<file path="config.mk">
export PLATFORM = sky130hd
export DESIGN_NAME = fsc_regs
export DESIGN_NICKNAME = d
export VERILOG_FILES = /design/src/fsc_pkg.sv /design/src/fsc_regs.sv /design/src/fsc_sticky_flags.sv /design/src/fsc_sync2.sv
export SDC_FILE = /design/constraint.sdc
export NUM_CORES = 1
export LEC_CHECK = 0
export BUFFER_PORTS_ARGS = -buffer_cell sky130_fd_sc_hd__buf_2
export CORE_ASPECT_RATIO = 1.25
export CORE_MARGIN = 2
export CORE_UTILIZATION = 47
export DETAILED_ROUTE_END_ITERATION = 8
export GPL_TIMING_DRIVEN = 0
export PLACE_DENSITY = 0.88
export RECOVER_POWER = 50
export SYNTH_ARGS = -nofsm -noshare
export SYNTH_HDL_FRONTEND = slang
export SYNTH_HIERARCHICAL = 1
export SYNTH_SLANG_ARGS = --single-unit
</file>
<file path="constraint.sdc">
create_clock -name clk -period 1.6 [get_ports clk]
set_input_delay 0.24 -clock clk [delete_from_list [all_inputs] [get_ports clk]]
set_output_delay 0.24 -clock clk [all_outputs]
set_load 0.05 [all_outputs]
</file>
<file path="src/fsc_pkg.sv">
// fsc_pkg: register indices, field layouts and reset values of the fail-safe register bank
package fsc_pkg;

	// ------------------------------------------------------------
	// frame layout
	// ------------------------------------------------------------
	localparam int FRAME_WIDTH = 24;
	localparam int DATA_LSB = 8;
	localparam int DATA_MSB = 23;
	localparam int ADDR_WIDTH = 4;

	// ------------------------------------------------------------
	// register indices on the internal register port
	// ------------------------------------------------------------
	localparam logic [3:0] IDX_REACTION_ONE = 4'h0;
	localparam logic [3:0] IDX_REACTION_TWO = 4'h1;
	localparam logic [3:0] IDX_WD_CONFIG = 4'h2;
	localparam logic [3:0] IDX_SAFETY_INPUT = 4'h3;
	localparam logic [3:0] IDX_FSM_CONFIG = 4'h4;
	localparam logic [3:0] IDX_SCALING = 4'h5;
	localparam logic [3:0] IDX_WD_WINDOW = 4'h6;
	localparam logic [3:0] IDX_SEED_SHIFT_REGISTER_SEED_VALUE = 4'h7;
	localparam logic [3:0] IDX_HOST_ANSWER_VALUE = 4'h8;
	localparam logic [3:0] IDX_RAIL_STATUS = 4'h9;

	// ------------------------------------------------------------
	// reset values and writable masks (data bits 15:0 = frame 23:8)
	// ------------------------------------------------------------
	localparam logic [15:0] RST_REACTION_ONE = 16'hD00D;
	localparam logic [15:0] MSK_REACTION_ONE = 16'hF7EF;
	localparam logic [15:0] RST_REACTION_TWO = 16'hDDDD;
	localparam logic [15:0] MSK_REACTION_TWO = 16'hFFFF;
	localparam logic [15:0] RST_WD_CONFIG = 16'h4200;
	localparam logic [15:0] MSK_WD_CONFIG = 16'hDB00;
	localparam logic [15:0] RST_SAFETY_INPUT = 16'h41C6;
	localparam logic [15:0] MSK_SAFETY_INPUT = 16'hDDDE;
	localparam logic [15:0] RST_FSM_CONFIG = 16'h5080;
	localparam logic [15:0] MSK_FSM_CONFIG = 16'hDAB0;
	localparam logic [15:0] RST_SCALING = 16'h0000;
	localparam logic [15:0] MSK_SCALING = 16'hF800;
	localparam logic [15:0] RST_WD_WINDOW = 16'h320B;
	localparam logic [15:0] MSK_WD_WINDOW = 16'hF70F;
	localparam logic [15:0] RST_SEED_SHIFT_REGISTER_SEED_VALUE = 16'h5AB2;
	localparam logic [15:0] RST_HOST_ANSWER_VALUE = 16'h0000;
	localparam logic [15:0] RST_RAIL_STATUS = 16'h5550;
	localparam logic [15:0] MSK_RAIL_STATUS = 16'hFFF6;

	// ------------------------------------------------------------
	// field positions inside the 16 data bits
	// ------------------------------------------------------------
	localparam int POS_WATCHDOG_ERROR_THRESHOLD = 14;
	localparam int POS_REFRESH_THRESHOLD = 11;
	localparam int POS_WD_REACTION = 8;
	localparam int POS_WD_RFR_COUNT = 4;
	localparam int POS_WD_ERR_COUNT = 0;
	localparam int POS_FAULT_MODE = 14;
	localparam int POS_FLT_LIMIT = 14;
	localparam int POS_FLT_REACTION = 11;
	localparam int POS_PULSE_SEL = 9;
	localparam int POS_SHORT_RESET = 7;
	localparam int POS_CLK_MON_OFF = 5;
	localparam int POS_LONG_LOW_OFF = 4;
	localparam int POS_FLT_COUNT = 0;
	localparam int POS_SCALING = 11;
	localparam int POS_WIN_PERIOD = 12;
	localparam int POS_WIN_DUTY = 8;
	localparam int POS_WIN_RECOVERY = 0;
	localparam int POS_STATUS_REF = 2;
	localparam int POS_STATUS_OSC = 1;
	localparam int RAIL_COUNT = 6;

endpackage : fsc_pkg

</file>
<file path="src/fsc_regs.sv">
// fsc_regs: fail-safe configuration and status register bank
//
// Overview of operation
// Watchdog config reads the live 3-bit refresh counter in bits 14:12.
// Watchdog config reads the live 4-bit error counter in bits 11:8.
// State-machine config reads the live fault error counter in bits 11:8.
// Pulse length bit selects 10 ms when clear, 1.0 ms when set.
// Bit 15 set makes a failsafe output short-high request a reset.
// Bit 13 of state-machine config turns clock supervision off.
// Bit 12 of state-machine config turns the 8 s low timer off.
// Five-bit scaling field in bits 23:19 selects negative offset steps.
// Seed register holds SEED_SHIFT_REGISTER state in bits 23:8, resets to 0x5AB2.
// Host answers challenger mode with inverted SEED_SHIFT_REGISTER arithmetic result.
// Host answers simple mode by writing 0x5AB2 to the answer register.
// Answer register is write-only, 16 bits in 23:8, resets to zero.
// Each rail overvoltage flag sets on report and stays until cleared.
// Undervoltage flags set on report; they leave reset set, overvoltage cleared.
// Flags clear on a written one and reload their reset value on reset; written zero keeps them.
// Second reaction register holds eight 2-bit external monitor reactions.
// Watchdog config holds error limit, refresh limit and safety reaction fields.
// Safety-input register holds mode, polarities, reactions and acknowledge time.
// State-machine config holds fault counter limit and fault reaction fields.
// Window register holds period, duty cycle and recovery window fields.
// Per-rail selftest bits choose testing during the second analog selftest.
// Unused and read-only bits ignore writes; reserved bits read zero.
// Data sits in frame bits 23:8; all state returns to reset values.
module fsc_regs (
	// clock and reset
	input wire logic clk,
	input wire logic reset,
	// register port from the serial control interface
	input wire logic reg_write_en,
	input wire logic reg_read_en,
	input wire logic [3:0] reg_addr,
	input wire logic [23:0] reg_wdata,
	output logic [23:0] reg_rdata_q,
	output logic reg_rdata_valid_q,
	// live counters from the watchdog and state-machine engines
	input wire logic [2:0] refresh_count_value,
	input wire logic [3:0] watchdog_error_count_value,
	input wire logic [3:0] fault_error_count_value,
	input wire logic seed_shift_register_update,
	input wire logic [15:0] seed_shift_register_update_value,
	// monitor reports, asynchronous to clk
	input wire logic [5:0] rail_over_event,
	input wire logic [5:0] rail_under_event,
	input wire logic reference_over_event,
	input wire logic oscillator_drift_event,
	input wire logic failsafe_short_high,
	// monitor configuration
	output logic [7:0] core_io_reaction_q,
	output logic [15:0] rail_reaction_q,
	output logic [5:0] selftest_select_q,
	// watchdog configuration
	output logic [1:0] watchdog_error_threshold_q,
	output logic [1:0] refresh_threshold_q,
	output logic [1:0] watchdog_safety_reaction_q,
	output logic [3:0] window_period_sel_q,
	output logic [2:0] window_duty_sel_q,
	output logic [3:0] recovery_window_sel_q,
	output logic [15:0] seed_shift_register_seed_value_q,
	output logic [15:0] host_answer_value_q,
	output logic answer_strobe_q,
	// safety inputs
	output logic [1:0] fault_input_mode_q,
	output logic [2:0] input_polarity_q,
	output logic [2:0] input_reaction_q,
	output logic error_monitor_polarity_q,
	output logic [1:0] error_monitor_ack_time_q,
	output logic error_monitor_reaction_q,
	// state-machine options
	output logic [1:0] fault_counter_threshold_q,
	output logic [1:0] fault_counter_reaction_q,
	output logic reset_pulse_length_sel_q,
	output logic reset_on_failsafe_short_q,
	output logic clock_supervision_off_q,
	output logic long_low_timer_off_q,
	output logic reset_request_q,
	// scaling and status
	output logic [4:0] voltage_scaling_step_q,
	output logic [15:0] rail_status_q
);

	// ------------------------------------------------------------
	// helpers
	// ------------------------------------------------------------
	function automatic logic fsc_hit(input logic [3:0] addr, input logic [3:0] idx);
		fsc_hit = (addr == idx);
	endfunction : fsc_hit

	// writable bits take the new value, the rest keep the old one
	function automatic logic [15:0] fsc_merge(input logic [15:0] old_val,
		input logic [15:0] new_val, input logic [15:0] mask);
		fsc_merge = (old_val & ~mask) | (new_val & mask);
	endfunction : fsc_merge

	logic [15:0] wr_data;
	logic wr_react1, wr_react2, wr_wdcfg, wr_safe, wr_fsm;
	logic wr_scale, wr_window, wr_seed, wr_answer, wr_status;

	assign wr_data = reg_wdata[fsc_pkg::DATA_MSB:fsc_pkg::DATA_LSB];
	assign wr_react1 = reg_write_en && fsc_hit(reg_addr, fsc_pkg::IDX_REACTION_ONE);
	assign wr_react2 = reg_write_en && fsc_hit(reg_addr, fsc_pkg::IDX_REACTION_TWO);
	assign wr_wdcfg = reg_write_en && fsc_hit(reg_addr, fsc_pkg::IDX_WD_CONFIG);
	assign wr_safe = reg_write_en && fsc_hit(reg_addr, fsc_pkg::IDX_SAFETY_INPUT);
	assign wr_fsm = reg_write_en && fsc_hit(reg_addr, fsc_pkg::IDX_FSM_CONFIG);
	assign wr_scale = reg_write_en && fsc_hit(reg_addr, fsc_pkg::IDX_SCALING);
	assign wr_window = reg_write_en && fsc_hit(reg_addr, fsc_pkg::IDX_WD_WINDOW);
	assign wr_seed = reg_write_en && fsc_hit(reg_addr, fsc_pkg::IDX_SEED_SHIFT_REGISTER_SEED_VALUE);
	assign wr_answer = reg_write_en && fsc_hit(reg_addr, fsc_pkg::IDX_HOST_ANSWER_VALUE);
	assign wr_status = reg_write_en && fsc_hit(reg_addr, fsc_pkg::IDX_RAIL_STATUS);

	// ------------------------------------------------------------
	// configuration storage
	// ------------------------------------------------------------
	logic [15:0] react1_q, react2_q, wdcfg_q, safe_q, fsm_q, scale_q, window_q;

	always_ff @(posedge clk) begin
		if (reset) begin
			react1_q <= fsc_pkg::RST_REACTION_ONE;
		end else if (wr_react1) begin
			react1_q <= fsc_merge(react1_q, wr_data, fsc_pkg::MSK_REACTION_ONE);
		end
	end

	always_ff @(posedge clk) begin
		if (reset) begin
			react2_q <= fsc_pkg::RST_REACTION_TWO;
		end else if (wr_react2) begin
			react2_q <= fsc_merge(react2_q, wr_data, fsc_pkg::MSK_REACTION_TWO);
		end
	end

	// counter bits 6:0 are never stored; they are live on read
	always_ff @(posedge clk) begin
		if (reset) begin
			wdcfg_q <= fsc_pkg::RST_WD_CONFIG;
		end else if (wr_wdcfg) begin
			wdcfg_q <= fsc_merge(wdcfg_q, wr_data, fsc_pkg::MSK_WD_CONFIG);
		end
	end

	always_ff @(posedge clk) begin
		if (reset) begin
			safe_q <= fsc_pkg::RST_SAFETY_INPUT;
		end else if (wr_safe) begin
			safe_q <= fsc_merge(safe_q, wr_data, fsc_pkg::MSK_SAFETY_INPUT);
		end
	end

	always_ff @(posedge clk) begin
		if (reset) begin
			fsm_q <= fsc_pkg::RST_FSM_CONFIG;
		end else if (wr_fsm) begin
			fsm_q <= fsc_merge(fsm_q, wr_data, fsc_pkg::MSK_FSM_CONFIG);
		end
	end

	always_ff @(posedge clk) begin
		if (reset) begin
			scale_q <= fsc_pkg::RST_SCALING;
		end else if (wr_scale) begin
			scale_q <= fsc_merge(scale_q, wr_data, fsc_pkg::MSK_SCALING);
		end
	end

	always_ff @(posedge clk) begin
		if (reset) begin
			window_q <= fsc_pkg::RST_WD_WINDOW;
		end else if (wr_window) begin
			window_q <= fsc_merge(window_q, wr_data, fsc_pkg::MSK_WD_WINDOW);
		end
	end

	// ------------------------------------------------------------
	// watchdog seed and answer
	// ------------------------------------------------------------
	// the engine's own SEED_SHIFT_REGISTER step beats a host write in the same cycle
	always_ff @(posedge clk) begin
		if (reset) begin
			seed_shift_register_seed_value_q <= fsc_pkg::RST_SEED_SHIFT_REGISTER_SEED_VALUE;
		end else if (seed_shift_register_update) begin
			seed_shift_register_seed_value_q <= seed_shift_register_update_value;
		end else if (wr_seed) begin
			seed_shift_register_seed_value_q <= wr_data;
		end
	end

	// answer checking (challenger or simple) belongs to the watchdog engine
	always_ff @(posedge clk) begin
		if (reset) begin
			host_answer_value_q <= fsc_pkg::RST_HOST_ANSWER_VALUE;
			answer_strobe_q <= 1'b0;
		end else begin
			answer_strobe_q <= wr_answer;
			if (wr_answer) begin
				host_answer_value_q <= wr_data;
			end
		end
	end

	// ------------------------------------------------------------
	// monitor reports and sticky status
	// ------------------------------------------------------------
	logic [5:0] over_sync, under_sync;
	logic ref_sync, osc_sync, short_sync;
	logic [15:0] status_set, status_clear;

	fsc_sync2 #(
		.WIDTH(15)
	) u_sync (
		.clk(clk),
		.reset(reset),
		.async_in({failsafe_short_high, oscillator_drift_event, reference_over_event,
			rail_under_event, rail_over_event}),
		.sync_q({short_sync, osc_sync, ref_sync, under_sync, over_sync})
	);

	// rail k pairs at bits 15-2i (over) and 14-2i (under), core first
	always_comb begin
		status_set = '0;
		for (int i = 0; i < fsc_pkg::RAIL_COUNT; i++) begin
			status_set[15 - 2 * i] = over_sync[5 - i];
			status_set[14 - 2 * i] = under_sync[5 - i];
		end
		status_set[fsc_pkg::POS_STATUS_REF] = ref_sync;
		status_set[fsc_pkg::POS_STATUS_OSC] = osc_sync;
	end

	assign status_clear = wr_status ? (wr_data & fsc_pkg::MSK_RAIL_STATUS) : '0;

	fsc_sticky_flags #(
		.WIDTH(16),
		.RESET_VALUE(fsc_pkg::RST_RAIL_STATUS)
	) u_status (
		.clk(clk),
		.reset(reset),
		.set_vec(status_set),
		.clear_vec(status_clear),
		.flags_q(rail_status_q)
	);

	// ------------------------------------------------------------
	// reset request on failsafe short
	// ------------------------------------------------------------
	always_ff @(posedge clk) begin
		if (reset) begin
			reset_request_q <= 1'b0;
		end else begin
			reset_request_q <= short_sync && fsm_q[fsc_pkg::POS_SHORT_RESET];
		end
	end

	// ------------------------------------------------------------
	// read path
	// ------------------------------------------------------------
	logic [15:0] rd_data;

	always_comb begin
		rd_data = '0;
		case (reg_addr)
			fsc_pkg::IDX_REACTION_ONE: rd_data = react1_q;
			fsc_pkg::IDX_REACTION_TWO: rd_data = react2_q;
			fsc_pkg::IDX_WD_CONFIG: begin
				rd_data = wdcfg_q;
				rd_data[fsc_pkg::POS_WD_RFR_COUNT +: 3] = refresh_count_value;
				rd_data[fsc_pkg::POS_WD_ERR_COUNT +: 4] = watchdog_error_count_value;
			end
			fsc_pkg::IDX_SAFETY_INPUT: rd_data = safe_q;
			fsc_pkg::IDX_FSM_CONFIG: begin
				rd_data = fsm_q;
				rd_data[fsc_pkg::POS_FLT_COUNT +: 4] = fault_error_count_value;
			end
			fsc_pkg::IDX_SCALING: rd_data = scale_q;
			fsc_pkg::IDX_WD_WINDOW: rd_data = window_q;
			fsc_pkg::IDX_SEED_SHIFT_REGISTER_SEED_VALUE: rd_data = seed_shift_register_seed_value_q;
			fsc_pkg::IDX_RAIL_STATUS: rd_data = rail_status_q;
			default: rd_data = '0;
		endcase
	end

	always_ff @(posedge clk) begin
		if (reset) begin
			reg_rdata_q <= '0;
			reg_rdata_valid_q <= 1'b0;
		end else begin
			reg_rdata_valid_q <= reg_read_en;
			if (reg_read_en) begin
				reg_rdata_q <= {rd_data, 8'h00};
			end
		end
	end

	// ------------------------------------------------------------
	// field outputs
	// ------------------------------------------------------------
	assign core_io_reaction_q = {react1_q[15:12], react1_q[3:0]};
	assign selftest_select_q = {react1_q[10:5]};
	assign rail_reaction_q = react2_q;
	assign watchdog_error_threshold_q = wdcfg_q[fsc_pkg::POS_WATCHDOG_ERROR_THRESHOLD +: 2];
	assign refresh_threshold_q = wdcfg_q[fsc_pkg::POS_REFRESH_THRESHOLD +: 2];
	assign watchdog_safety_reaction_q = wdcfg_q[fsc_pkg::POS_WD_REACTION +: 2];
	assign fault_input_mode_q = safe_q[fsc_pkg::POS_FAULT_MODE +: 2];
	assign input_polarity_q = safe_q[12:10];
	assign input_reaction_q = {safe_q[8], safe_q[7], safe_q[6]};
	assign error_monitor_polarity_q = safe_q[4];
	assign error_monitor_ack_time_q = safe_q[3:2];
	assign error_monitor_reaction_q = safe_q[1];
	assign fault_counter_threshold_q = fsm_q[fsc_pkg::POS_FLT_LIMIT +: 2];
	assign fault_counter_reaction_q = fsm_q[fsc_pkg::POS_FLT_REACTION +: 2];
	assign reset_pulse_length_sel_q = fsm_q[fsc_pkg::POS_PULSE_SEL];
	assign reset_on_failsafe_short_q = fsm_q[fsc_pkg::POS_SHORT_RESET];
	assign clock_supervision_off_q = fsm_q[fsc_pkg::POS_CLK_MON_OFF];
	assign long_low_timer_off_q = fsm_q[fsc_pkg::POS_LONG_LOW_OFF];
	assign voltage_scaling_step_q = scale_q[fsc_pkg::POS_SCALING +: 5];
	assign window_period_sel_q = window_q[fsc_pkg::POS_WIN_PERIOD +: 4];
	assign window_duty_sel_q = window_q[fsc_pkg::POS_WIN_DUTY +: 3];
	assign recovery_window_sel_q = window_q[fsc_pkg::POS_WIN_RECOVERY +: 4];
endmodule : fsc_regs

</file>
<file path="src/fsc_sticky_flags.sv">
// fsc_sticky_flags: vector of sticky flags, set by hardware and cleared by writing one
module fsc_sticky_flags #(
	parameter int WIDTH = 16,
	parameter logic [WIDTH-1:0] RESET_VALUE = '0
) (
	// clock and reset
	input wire logic clk,
	input wire logic reset,
	// set and clear strobes
	input wire logic [WIDTH-1:0] set_vec,
	input wire logic [WIDTH-1:0] clear_vec,
	output logic [WIDTH-1:0] flags_q
);

	logic [WIDTH-1:0] flags_d;

	// set wins over a clear in the same cycle, so no event is lost
	always_comb begin
		flags_d = (flags_q & ~clear_vec) | set_vec;
	end

	always_ff @(posedge clk) begin
		if (reset) begin
			flags_q <= RESET_VALUE;
		end else begin
			flags_q <= flags_d;
		end
	end

endmodule : fsc_sticky_flags

</file>
<file path="src/fsc_sync2.sv">
// fsc_sync2: two-flop synchroniser for levels arriving from the analog monitors
module fsc_sync2 #(
	parameter int WIDTH = 1
) (
	// clock and reset
	input wire logic clk,
	input wire logic reset,
	// levels
	input wire logic [WIDTH-1:0] async_in,
	output logic [WIDTH-1:0] sync_q
);

	logic [WIDTH-1:0] meta_q;

	// meta_q feeds sync_q only
	always_ff @(posedge clk) begin
		if (reset) begin
			meta_q <= '0;
			sync_q <= '0;
		end else begin
			meta_q <= async_in;
			sync_q <= meta_q;
		end
	end

endmodule : fsc_sync2

</file>
[After elaboration in Yosys (flattened, before gate mapping)]
Cells that the tools add are included.
Cells by class
  equal/unequal tests: 9
  mux-type cells: 4
  bitwise gates (word level): 9
  reduce and logical (&&, ||, !) cells: 13
Operator list (number)
  $pmux 16 s9: 1
  $mux 16: 3
  $or 14x16->16: 3
  $or 12x16->16: 2
  $and 16x16->16: 1
  $eq 4x3->1 const B: 4
  $not 16->16: 1
  $or 11x16->16: 1
  $or 16x16->16: 1
  $logic_and 1x1->1: 11
  $eq 4x2->1 const B: 2
  $eq 4x4->1 const B: 2
  $eq 4x1->1 const B: 1
  $logic_not 4->1: 1
  $reduce_bool 2->1: 1
Storage, ports and cells
  register bits after elaboration: 209
  output and inout bits: 147

[Longest topological paths before layout]
  depth after elaboration: 6
  gate-level depth with buffers: 8
  depth with buffers taken out: 5

[By module]
Netlist, hierarchy kept.
Modules (own cells, without submodules)
  fsc_regs: instances 1, cells an instance 691, area an instance 5810.6 um^2, sequential area each 2462.4 um^2
  fsc_sync2: instances 1, cells an instance 63, area an instance 882.1 um^2, sequential area each 600.6 um^2
  fsc_sticky_flags: instances 1, cells an instance 66, area an instance 614.3 um^2, sequential area each 320.3 um^2

[Worst setup path before layout]
OpenSTA, ideal clock, no wires.
  path type: register to register
  from: register fsm_q[11]
  to: register reg_rdata_q[19]
  setup time: 0.123 ns
  data arrival time: 1.433 ns
  required time: 1.477 ns
  slack: 0.044 ns
  cell stages (with the launch flop): 5
  clock period less this slack: 1.556 ns
  cell sequence: dfxtp_1 mux2_2 a221o_1 a222oi_1 o21ai_1
On the way
  cells in the longest elaborated chain, start to end: 1
RTL lines
  start, declared: RTL line fsc_regs.sv:116  | logic [15:0] react1_q, react2_q, wdcfg_q, safe_q, fsm_q, scale_q, window_q;
  start signal, assigned: RTL line fsc_regs.sv:153  | fsm_q <= fsc_pkg::RST_FSM_CONFIG;
  start signal, assigned: RTL line fsc_regs.sv:155  | fsm_q <= fsc_merge(fsm_q, wr_data, fsc_pkg::MSK_FSM_CONFIG);
  $pmux 16 s9: RTL line fsc_regs.sv:261  | case (reg_addr)
  end signal, assigned: RTL line fsc_regs.sv:289  | reg_rdata_q <= {rd_data, 8'h00};
  end, declared: RTL line fsc_regs.sv:36  | output logic [23:0] reg_rdata_q,
Every way passes these cells.
A chain may end at the register's enable or synchronous reset.

[Final worst setup path]
  from: input port reg_addr[0]
  to: register reg_rdata_q[15]
On the way
  cells in the longest elaborated chain, start to end: 2
  elaborated cells on any way between the ends: 10
  classes of those cells: eq/ne (8); mux (1); reduce/logical (1)
RTL lines
  start, declared: RTL line fsc_regs.sv:34  | input wire logic [3:0] reg_addr,
  $eq 4x4->1 (tied with other cells): RTL line fsc_regs.sv:261
  $pmux 16 s9 *: RTL line fsc_regs.sv:261
Every way passes the cells marked *; elsewhere a longest branch is shown, timed or not.

==> reports/results.ini <==
[yosys]
synth_common_cells = dfxtp_1 (169), nand2_1 (146), mux2i_1 (54), nor2_1 (54), a21oi_1 (36)
synth_most_common_cell = dfxtp_1
ys.warnings.count = 6
synth-edff-count = 0
syn-instance-count = 820
synth_area_per_cell_um2 = 8.91
yosysTopAreaCell = dfxtp_1
synth_area_mm2 = 0.00731
synth_cell_types = 45
yosysSeqAreaShare_pct = 46.3
synth_area_leaders = dfxtp_1 (46%), nand2_1 (7.5%), mux2i_1 (7.4%), nand3b_1 (3.3%), nor2b_2 (3.1%)
synth_top_area_share_pct = 46.3
async_reset_ff_share_pct = 0
ys_seq_elements = 169
synth_flop_cell = dfxtp_1

[cts]
cts_root_buf = clkbuf_16
clock_sinks = 169
htreeDepth = 4
cts_buffers = 17
clk_pin_slew_ns = 0.06
cts_tree = built
clkLatencyLatePin_ns = 0.44
clock_path_buffers = 2

[critical_path]
crit_type = in2reg
start_kind = input port
reg2reg_setup_slack_ns = -0.01
crit_arrival_ns = 2.02
path_depth = 8
required_ns = 1.91
cp_top_family = buffers and inverters
reg2regPathDepth = 4
endpoint_kind = flop
timing.rr.start = scale_q[11]$_SDFFE_PP0P_
r2r_end = reg_rdata_q[19]$_SDFFE_PP0P_
critPathLaunch = reg_addr[0]
crit_fanout = 10
endpoint = reg_rdata_q[15]$_SDFFE_PP0P_
cpMostUsedCell = buf_4
max_stage_delay_ns = 0.33
crit_slowest_cell = clkbuf_2
path_buf_inv = 4
path_cells = buf_2, buf_4, clkbuf_2, buf_4, mux2i_1, o21ai_0, o21ai_1, o31ai_1

[global_routing]
grt_max_degree = 17
grt_pass1_wl_um = 39500
grt_pass1_vias = 6789
grt_use_total_pct = 32.6
use_met2_pct = 51.8
antenna_found_initial = 1
use_met1_pct = 41.8
overflow = 0
top_usage_layer = met2
grt_util_met3_pct = 6.41

[power_and_ir_drop]
power.switching_uw = 2890
vdd.ir_drop.worst_mv = 0.591
sw_frac_of_total_pct = 27.4
p_comb_share_pct = 13.6
powerDensity_mw_per_mm2 = 1140
p_clk_share_pct = 44.4
p_seq_share_pct = 42.0
p_int_uw = 7680
cellLeakagePower_uw = 0.00434

[final_layout]
post-route-util_pct = 61.7
layout.nets = 1127
drive_gt1_share_pct = 31.5
syn_to_final_growth_pct = 27.3

[sta]
hold_viol = 0
setup_tns_ns = -0.297
whs_ns = 0.0191
finalCritPeriodShare_pct = 107
setup_slack_ns = -0.111
finClkSkew_ns = 0.00766
fin_crit_ns = 1.71
fmax_mhz = 584
drv_slew = 0
slew_headroom_pct = 42.9
rsz0062_at_grt = yes
worst_pin_slew_ns = 0.856
setup_viol = 6

[die]
die-area_mm2 = 0.0166
coreArea_mm2 = 0.0151
die_w_um = 116
die_y_um = 143
start_util_pct = 48.5
io_pins = 222
row_count = 50

[hold_path]
hold_path.class = in2reg

[route]
wl_um = 27400
vias = 7241
drtIter0Drc = 816
vias_per_cell = 5.68
ant_nets = 0
drc = 0
drt_first_pass_iters = 6
wl_per_cell_um = 21.5

[outcome]
violations = setup timing
status = finished, violations left

[place]
dp_hpwl_um = 20300
gp_congestion = 1.01
numPortBuffers = 200

[flow_run]
cap_violations = 0

==> flip-flops by register name, indices dropped and copies added (netlist names) <==
register,flops
scale_q,5
seed_shift_register_seed_value_q,16
rail_reaction_q,16
fsm_q,8
host_answer_value_q,16
reg_rdata_valid_q,1
u_sync/meta_q,15
window_q,11
safe_q,12
reset_request_q,1
reg_rdata_q,16
u_sync/sync_q,15
u_status/flags_q,16
react1_q,14
wdcfg_q,6
answer_strobe_q,1
==> through the flow <==
step / setup slack (ns) / std cells / power, uW / cell area [um^2]
CTS: 0.000769 / 1271 / 10500 / 9290
global placement: -0.453 / 1239 / 5910 / 8610
finish: -0.111 / 1274 / 10600 / 9310
detailed placement: -0.464 / 1239 / 5930 / 8610
global route: -0.0774 / 1274 / 10800 / 9310
floorplan: 0.0443 / 831 / 5450 / 7350
==> metal layers <==
| layer | up-vias | routed length [um] |
|---|---|---|
| met5 | - | 0 |
| met4 | 0 | 1440 |
| met3 | 105 | 3040 |
| met2 | 526 | 12800 |
| met1 | 3371 | 10200 |
| li1 | 3239 | - |
==> power groups by stage <==
| stage | clock network [uW] | registers [uW] | logic (uW) |
|---|---|---|---|
| 6_report | 4700 | 4440 | 1440 |
| 4_1_cts | 4690 | 4440 | 1410 |
| 3_3_place_gp | 0 | 4530 | 1380 |
| 3_5_place_dp | 0 | 4530 | 1400 |
| 2_1_floorplan | 0 | 4840 | 611 |
| 5_1_grt | 4860 | 4450 | 1500 |
==> how the worst min path moves through the flow <==
stage / startpoint / cells past startpoint / slack (ns) / end
after global placement: u_sync/sync_q[11]$_SDFF_PP0_ / 2 / 0.41 / u_status/flags_q[14]$_SDFF_PP1_
after global routing: rail_over_event[0] / 2 / 0.01 / u_sync/meta_q[0]$_SDFF_PP0_
after detailed placement: u_sync/sync_q[14]$_SDFF_PP0_ / 2 / 0.41 / reset_request_q$_SDFF_PP0_
after floorplan: reset / 1 / 0.33 / reg_rdata_valid_q$_SDFF_PP0_
final: rail_over_event[1] / 2 / 0.02 / u_sync/meta_q[1]$_SDFF_PP0_
after CTS: failsafe_short_high / 2 / 0.01 / u_sync/meta_q[14]$_SDFF_PP0_
==> final cells by class <==
| type | instances | area, um^2 |
|---|---|---|
| Clock inverter | 12 | 210 |
| Clock buffer | 20 | 467 |
| Inverter | 20 | 75.1 |
| Antenna cell | 1 | 2.50 |
| Tap cell | 208 | 260 |
| Sequential cell | 169 | 3390 |
| Timing Repair Buffer | 202 | 1010 |
| Multi-Input combinational cell | 571 | 3460 |
| Fill cell | 1304 | 5770 |
| Buffer | 71 | 425 |
==> cells by family after synthesis <==
| family | synth area share [%] |
|---|---|
| and+or+nand+nor | 24.0 |
| DFF | 46.3 |
| AOI/OAI and AO/OA | 14.2 |
| buffers and inverters | 7.00 |
| muxes | 8.48 |
| other | 0.0513 |
==> cell usage in the layout (no fill, tap or decap), types with 23 or more instances in the layout <==
cell type  instances
a21oi_1           36
buf_2            215
clkbuf_1          23
dfxtp_1          167
mux2i_1           54
nand2_1          146
nand3b_1          32
nor2_1            53
nor2b_2           23
o21ai_0           32
==> repair_timing <==
item,in CTS,in global routing
hold endpoints to repair,0,0
pin swaps,1,0
buffers inserted,0,2
hold buffers,0,0
setup endpoints to repair,2,30
gates resized for setup,2,14
Power figures use the tool's default switching activity.
